===== src/amd_regs.svh =====
// Reset values, address codes and mode encodings of the amplifier control block
`ifndef AMD_REGS_SVH
`define AMD_REGS_SVH

// ----------------------------------------------------------------
// Target address
// ----------------------------------------------------------------
`define AMD_ADDR_BASE        8'hD8
`define AMD_ADDR_IDX_LSB     1

// ----------------------------------------------------------------
// Channel-pair output mode field codes
// ----------------------------------------------------------------
`define AMD_MODE_TRISTATE    2'h0
`define AMD_MODE_MUTE        2'h1
`define AMD_MODE_PRECHARGE   2'h2
`define AMD_MODE_PLAY        2'h3

// ----------------------------------------------------------------
// Control field reset values
// ----------------------------------------------------------------
`define AMD_RST_ADDR_DEFAULT 1'h1
`define AMD_RST_ADDR_SEL     2'h0
`define AMD_RST_SHORT_THR    1'h1
`define AMD_RST_STANDBY      1'h1
`define AMD_RST_CHARGE       1'h0
`define AMD_RST_MODE         2'h0
`define AMD_RST_DIAG         1'h0
`define AMD_RST_LOAD_THR     1'h0

`endif

===== src/amd_pkg.sv =====
// Types shared by the amplifier control and load diagnostic block
package amd_pkg;

  // ----------------------------------------------------------------
  // Control fields as written by the host
  // ----------------------------------------------------------------
  typedef struct packed {
    logic       addr_default_flag;
    logic [1:0] addr_sel;
    logic       short_threshold_sel;
    logic       standby_ctl;
    logic       input_charge_en;
    logic [1:0] ch01_output_mode;
    logic [1:0] ch23_output_mode;
    logic       short_diag_en;
    logic       output_drain_to_ground;
    logic       open_load_diag_en;
    logic       load_threshold_sel;
  } amd_ctl_type;

  // ----------------------------------------------------------------
  // Status flags as sampled for a read
  // ----------------------------------------------------------------
  typedef struct packed {
    logic [3:0] short_batt_flags;
    logic [3:0] short_ground_flags;
    logic [3:0] load_ok_flags;
    logic [3:0] overcurrent_flags;
  } amd_status_type;

  typedef enum logic [1:0] {
    AMD_PWR_OFF,
    AMD_PWR_STANDBY,
    AMD_PWR_ACTIVE
  } amd_pwr_type;

  typedef enum logic [1:0] {
    AMD_DRV_TRISTATE,
    AMD_DRV_MUTE,
    AMD_DRV_PRECHARGE,
    AMD_DRV_PLAY
  } amd_drive_type;

endpackage


===== src/amd_ctl_diag.sv =====
// Mode sequencing, address selection and load diagnostics of a four-channel amplifier
//
// Overview of operation
// - Default flag set: address LSB from pin
// - Flag cleared: address from two-bit select
// - Standby bit 0 enables device, 1 standby
// - Mode code 10 precharges pair outputs
// - Codes 00 three-state, 01 mute, 11 play
// - Short flags live only while enabled
// - Two short flags per channel: battery and ground
// - Above reference battery, below ground
// - Shorts never block power-up; overcurrent latches
// - Open-load reports per-channel load-OK flags
// - Open-load: only negative low sides on
// - Load threshold select picks 70 or 200
`include "amd_regs.svh"

module amd_ctl_diag #(
  parameter int NUM_CH = 4
) (
  input  wire logic                    mclk,
  input  wire logic                    rst,
  input  wire logic                    en_pin,
  input  wire logic                    mute_addr_pin,
  input  wire logic                    ctl_wr_done,
  input  wire amd_pkg::amd_ctl_type    ctl_wdata,
  input  wire logic                    status_rd,
  input  wire logic [NUM_CH-1:0]       out_above_ref,
  input  wire logic [NUM_CH-1:0]       out_pos_high,
  input  wire logic [NUM_CH-1:0]       overcurrent_det,
  output amd_pkg::amd_ctl_type         ctl_q,
  output amd_pkg::amd_status_type      status_q,
  output logic [7:0]                   wr_addr,
  output amd_pkg::amd_pwr_type         pwr_state,
  output logic                         charge_pump_on,
  output logic                         input_charge_on,
  output logic                         short_thresh_raised,
  output logic                         load_thresh_200,
  output logic                         drain_on,
  output amd_pkg::amd_drive_type [1:0] pair_drive,
  output logic [NUM_CH-1:0]            neg_low_side_on,
  output logic [NUM_CH-1:0]            ch_latched_off
);

  if (NUM_CH != 4) begin : g_bad_ch
    $error("amd_ctl_diag serves exactly four channels");
  end

  localparam amd_pkg::amd_ctl_type CTL_RST = '{
    addr_default_flag:      `AMD_RST_ADDR_DEFAULT,
    addr_sel:               `AMD_RST_ADDR_SEL,
    short_threshold_sel:    `AMD_RST_SHORT_THR,
    standby_ctl:            `AMD_RST_STANDBY,
    input_charge_en:        `AMD_RST_CHARGE,
    ch01_output_mode:       `AMD_RST_MODE,
    ch23_output_mode:       `AMD_RST_MODE,
    short_diag_en:          `AMD_RST_DIAG,
    output_drain_to_ground: `AMD_RST_DIAG,
    open_load_diag_en:      `AMD_RST_DIAG,
    load_threshold_sel:     `AMD_RST_LOAD_THR
  };

  // ----------------------------------------------------------------
  // Control state, address and power mode
  // ----------------------------------------------------------------
  amd_pkg::amd_ctl_type    ctl_r,     ctl_nxt;
  amd_pkg::amd_status_type stat_r,    stat_nxt;
  amd_pkg::amd_pwr_type    pwr_r,     pwr_nxt;
  amd_pkg::amd_drive_type [1:0] drv_r, drv_nxt;
  logic                    en_d_r,    en_d_nxt;
  logic                    lsb_r,     lsb_nxt;
  logic [7:0]              addr_r,    addr_nxt;
  logic [NUM_CH-1:0]       off_r,     off_nxt;
  logic [NUM_CH-1:0]       nlow_r,    nlow_nxt;
  logic [1:0]              addr_idx;
  logic                    diag_busy;
  amd_pkg::amd_status_type live;

  always_comb begin
    ctl_nxt = ctl_r;
    if (!en_pin) begin
      ctl_nxt = CTL_RST;
    end else if (ctl_wr_done) begin
      ctl_nxt = ctl_wdata;
    end
    en_d_nxt = en_pin;
    // Pin is released after enable rises, so catch it on that edge
    lsb_nxt = (en_pin && !en_d_r) ? mute_addr_pin : lsb_r;
    addr_idx = ctl_r.addr_default_flag ? {1'b0, lsb_r} : ctl_r.addr_sel;
    addr_nxt = `AMD_ADDR_BASE | {5'h00, addr_idx, 1'b0};
    if (!en_pin) begin
      pwr_nxt = amd_pkg::AMD_PWR_OFF;
    end else if (ctl_r.standby_ctl) begin
      pwr_nxt = amd_pkg::AMD_PWR_STANDBY;
    end else begin
      pwr_nxt = amd_pkg::AMD_PWR_ACTIVE;
    end
  end

  always_ff @(posedge mclk or posedge rst) begin
    if (rst) begin
      ctl_r  <= CTL_RST;
      en_d_r <= 1'b0;
      lsb_r  <= 1'b0;
      addr_r <= `AMD_ADDR_BASE;
      pwr_r  <= amd_pkg::AMD_PWR_OFF;
    end else begin
      ctl_r  <= ctl_nxt;
      en_d_r <= en_d_nxt;
      lsb_r  <= lsb_nxt;
      addr_r <= addr_nxt;
      pwr_r  <= pwr_nxt;
    end
  end

  // ----------------------------------------------------------------
  // Output drive per channel pair
  // ----------------------------------------------------------------
  // Any diagnostic or the drain forces three-state so no switch fights it
  assign diag_busy = ctl_r.short_diag_en | ctl_r.open_load_diag_en
                   | ctl_r.output_drain_to_ground;

  for (genvar p = 0; p < 2; p++) begin : g_pair
    logic [1:0] code;
    assign code = (p == 0) ? ctl_r.ch01_output_mode : ctl_r.ch23_output_mode;
    always_comb begin
      if (pwr_r != amd_pkg::AMD_PWR_ACTIVE || diag_busy) begin
        drv_nxt[p] = amd_pkg::AMD_DRV_TRISTATE;
      end else begin
        case (code)
          `AMD_MODE_TRISTATE:  drv_nxt[p] = amd_pkg::AMD_DRV_TRISTATE;
          `AMD_MODE_MUTE:      drv_nxt[p] = amd_pkg::AMD_DRV_MUTE;
          `AMD_MODE_PRECHARGE: drv_nxt[p] = amd_pkg::AMD_DRV_PRECHARGE;
          `AMD_MODE_PLAY:      drv_nxt[p] = amd_pkg::AMD_DRV_PLAY;
          default:             drv_nxt[p] = amd_pkg::AMD_DRV_TRISTATE;
        endcase
      end
    end
  end

  // ----------------------------------------------------------------
  // Diagnostics and overcurrent latch per channel
  // ----------------------------------------------------------------
  for (genvar c = 0; c < NUM_CH; c++) begin : g_ch
    always_comb begin
      // No short latch exists, so power-up is never held off
      off_nxt[c] = (pwr_r == amd_pkg::AMD_PWR_ACTIVE)
                 && (off_r[c] || (overcurrent_det[c]
                 && drv_r[c/2] != amd_pkg::AMD_DRV_TRISTATE));
      nlow_nxt[c] = ctl_r.open_load_diag_en;
      live.short_batt_flags[c]   = ctl_r.short_diag_en & out_above_ref[c];
      live.short_ground_flags[c] = ctl_r.short_diag_en & ~out_above_ref[c];
      live.load_ok_flags[c]      = ctl_r.open_load_diag_en & ~out_pos_high[c];
      live.overcurrent_flags[c]  = ~(off_r[c] | overcurrent_det[c]);
    end
  end

  always_comb begin
    stat_nxt = status_rd ? live : stat_r;
  end

  always_ff @(posedge mclk or posedge rst) begin
    if (rst) begin
      drv_r  <= {2{amd_pkg::AMD_DRV_TRISTATE}};
      off_r  <= '0;
      nlow_r <= '0;
      stat_r <= '0;
    end else begin
      drv_r  <= drv_nxt;
      off_r  <= off_nxt;
      nlow_r <= nlow_nxt;
      stat_r <= stat_nxt;
    end
  end

  assign ctl_q               = ctl_r;
  assign status_q            = stat_r;
  assign wr_addr             = addr_r;
  assign pwr_state           = pwr_r;
  assign charge_pump_on      = (pwr_r == amd_pkg::AMD_PWR_ACTIVE);
  assign input_charge_on     = ctl_r.input_charge_en & charge_pump_on;
  assign short_thresh_raised = ~ctl_r.short_threshold_sel;
  assign load_thresh_200     = ctl_r.load_threshold_sel;
  assign drain_on            = ctl_r.output_drain_to_ground;
  assign pair_drive          = drv_r;
  assign neg_low_side_on     = nlow_r;
  assign ch_latched_off      = off_r;
endmodule


===== config.mk =====
export PLATFORM = sky130hd
export DESIGN_NAME = amd_ctl_diag
export DESIGN_NICKNAME = d
export VERILOG_FILES = /design/src/amd_pkg.sv /design/src/amd_ctl_diag.sv
export VERILOG_INCLUDE_DIRS = /design/src /design/src/src
export SDC_FILE = /design/constraint.sdc
export NUM_CORES = 1
export LEC_CHECK = 0
export BUFFER_PORTS_ARGS = -buffer_cell sky130_fd_sc_hd__buf_2
export CORE_MARGIN = 5
export CORE_UTILIZATION = 45
export CTS_CLUSTER_DIAMETER = 120
export DETAILED_ROUTE_END_ITERATION = 8
export PLACE_DENSITY = 0.78
export SYNTH_ARGS = -nofsm -noshare
export SYNTH_HDL_FRONTEND = slang
export SYNTH_SLANG_ARGS = --single-unit

===== constraint.sdc =====
create_clock -name mclk -period 1.6 [get_ports mclk]
set_input_delay 0.24 -clock mclk [delete_from_list [all_inputs] [get_ports mclk]]
set_output_delay 0.24 -clock mclk [all_outputs]
set_load 0.05 [all_outputs]

==> PnR_summary.wiki <==
{| class="wikitable"
! Metric !! Value
|-
| Maximum resistive drop on vdd || 640 uV
|-
| HP Class || in -> reg
|-
| Number of global-route vias before repair || 1395
|-
| Die outline area || 0.00544 sq mm
|-
| Clock slew at the register clock pins of the worst setup and hold paths || 0.08 ns
|-
| Path type of the worst setup path || reg -> out
|-
| Avg Synthesized Cell Area || 12.0 sq um
|-
| Crit path DAT || 1.30 ns
|-
| Placeable core region || 0.00397 sq mm
|-
| Worst Setup Start Kind || register
|-
| Number of max-capacitance violations reported || 0
|-
| Final Max Slew Viols || 0
|-
| Largest net degree at the start of global routing || 27
|-
| Total number of vias || 1366
|-
| Critical path required time || 1.36 ns
|-
| Met3 Track Usage GR || 6.02%
|-
| Max frequency || 651 MHz
|-
| Power per cell area || 1050 mW/mm^2
|-
| Portion of the post-synthesis area used by sequential elements || 61.7%
|-
| Slowest cell on the critical path || dfrtp_2
|-
| Tcrit/Tclk final || 96.0%
|-
| Synth unique cells || 22
|-
| Biggest area contributors in the synthesized netlist || dfrtp_1 (57%), mux2i_1 (7.1%), buf_4 (4.9%), nor2b_1 (4.8%), dfstp_2 (4.3%)
|-
| Initial antenna violation count || 0
|-
| Number of sinks on the clock net || 45
|-
| Max FO, Critical Path || 6
|-
| Run status || finished, final reports clean
|-
| Yosys top cell area share || 57.4%
|-
| Final total negative setup slack || 0 ns
|-
| Cell taking the most area after synthesis || dfrtp_1
|-
| Final weighted congestion in routability-driven placement || 0.802
|-
| Met1 Track Usage GR || 18.9%
|-
| Leak Pwr || 0.00128 uW
|-
| Grt total ovfl || 0
|-
| DPL Wire Length || 3.00 mm
|-
| Detailed Route WL || 3.86 mm
|-
| Largest delay contributor family on the critical path || flip-flops
|-
| Number of buffers on the longest clock path || 2
|-
| Shortest clock period the worst path allows after layout || 1.54 ns
|-
| Number of instances in the synthesized netlist || 153
|-
| Detail-routed net length per standard cell || 13.6 microns
|-
| First DRT Iteration DRCs || 34
|-
| CP Capture Type || output port
|-
| Hold Vio Cnt, Final || 0
|-
| Number of buffers added on ports || 82
|-
| Fraction of layout instances using a drive strength above 1 || 45.3%
|-
| Horizontal die dimension || 73.8 microns
|-
| Count of nets after finishing || 265
|-
| Post-route DRC violation count || 0
|-
| Starting Density || 46.1%
|-
| Logic depth of the worst setup path including buffers || 4
|-
| Post-Place Setup Slack || 0.327 ns
|-
| Most frequent standard cell in the layout excluding fill and tap cells || buf_2
|-
| Number of synthesis warnings || 0
|-
| Hold depth || 2
|-
| Total Power Consumption || 2470 uW
|-
| Final setup viols || 0
|-
| Clock H-tree levels || 2
|-
| Unrepaired setup endpoints after global routing || no
|-
| Clock tree from TritonCTS || built
|-
| Busiest metal layer after global routing || met2
|-
| Worst path buffer plus inverter count || 2
|-
| Placement row count || 23
|-
| Count of nets left with antenna violations after detail routing || 0
|-
| First-pass GRT wire length || 6.35 mm
|-
| Skew final || 0.00717 ns
|-
| Crit path largest cell delay || 0.41 ns
|-
| Cell at the root of the clock tree || clkbuf_8
|-
| Global Route met2 Usage || 24.4%
|-
| Synth Cell Area || 0.00183 sq mm
|-
| FF+latch count, synth || 45
|-
| Fillcell total || 328
|-
| Post-synthesis to final-layout area growth || 27.8%
|-
| Number of I/O pins || 89
|-
| Cell Chain, Critical Path || nand2b_4, clkinvlp_4, and2_4, buf_4
|-
| Number of antenna diodes || 0
|-
| Die extent in y || 73.8 microns
|-
| GRT Resource Usage Total || 15.1%
|-
| Clock Latency Late Sink || 0.29 ns
|-
| Setup slack of the critical path after layout || 0.0647 ns
|-
| Via-to-Cell Ratio || 4.81
|-
| Highest-count cells in the layout ignoring fill and taps || buf_2 (81), dfrtp_1 (41), nor2b_1 (14)
|-
| Drt first pass iters || 4
|-
| R2r worst-path depth || 2
|-
| TritonCTS Buffers || 5
|}
what timing repair did:
action,4_1_cts,5_1_grt
endpoints found under the setup margin,1,1
setup buffers,0,1
gates resized for setup,1,0
hold buffers,1,0
pin swaps,0,0
endpoints found under the hold margin,19,0
per-stage QoR:
stage	instance area, sq um	utilization (%)	hold slack (ns)	std cells
6_report	2340	58.9	0.115	284
5_1_grt	2340	58.9	0.109	284
4_1_cts	2330	58.7	0.108	283
3_5_place_dp	2220	56.0	0.265	274
3_3_place_gp	2220	56.0	0.262	274
2_1_floorplan	1860	-	0.271	157
cells in the mapped netlist, drive strengths merged:
cell,number
nand2b,1
buf,15
nor2,4
conb,2
nor2b,14
dfstp,3
mux2,6
and3,4
nand3,4
o211ai,1
clkbuf,1
nand2,5
o21ai,4
inv,15
o22ai,8
dfrtp,42
mux2i,13
nor3,9
and2,2
cell families (layout without fill, tap and decap cells):
kind of cell,after synthesis,in the layout,share of synthesized area [%]
flops,45,45,61.7
simple gates,43,43,12.6
buf+inv,31,108,10.3
mux,19,19,10.8
compound gates,13,13,4.24
other cells,2,6,0.410
flip-flops by register name (all words and copies together) (netlist names):
register,cells
ch_latched_off,4
ctl_q,8
drain_on,1
en_d_r,1
g_pair.code,4
load_thresh_200,1
lsb_r,1
neg_low_side_on,1
pair_drive,4
pwr_state,2
status_q,16
wr_addr,2
metal layers:
metal	vias to the layer above	part of all wire, %	wire length, microns
met1	635	41	1590
met2	79	44	1710
li1	647	-	-
met4	0	0.96	37
met5	-	0	0
met3	5	14	521
layout make-up:
cell class / instances / area (sq um) / area share [%]
multi-input cells: 81 / 538 / 23.0
clock inverters: 2 / 13.8 / 0.589
repair buffers: 85 / 450 / 19.3
inverters: 15 / 60.1 / 2.57
well taps: 50 / 62.6 / 2.68
flip-flops and latches: 45 / 1130 / 48.4
clock buffers: 6 / 82.6 / 3.53
worst paths after layout:
check / slack, ns / end / from
max: 0.06 / input_charge_on / pwr_state[0]
min: 0.11 / status_q[4] / out_pos_high[0]
max reg2reg: 0.48 / pair_drive[0] / ctl_q[3]
min reg2reg: 0.47 / neg_low_side_on[0] / ctl_q[1]
max in group asynchronous: 0.55 / ctl_q[10] / rst
min in group asynchronous: 0.49 / neg_low_side_on[0] / rst
power by group:
part | internal [uW] | switching (uW)
combinational | 135 | 383
clock | 350 | 360
sequential | 1200 | 38.7
total | 1680 | 782
No activity file was read; power rests on OpenSTA's default activity.
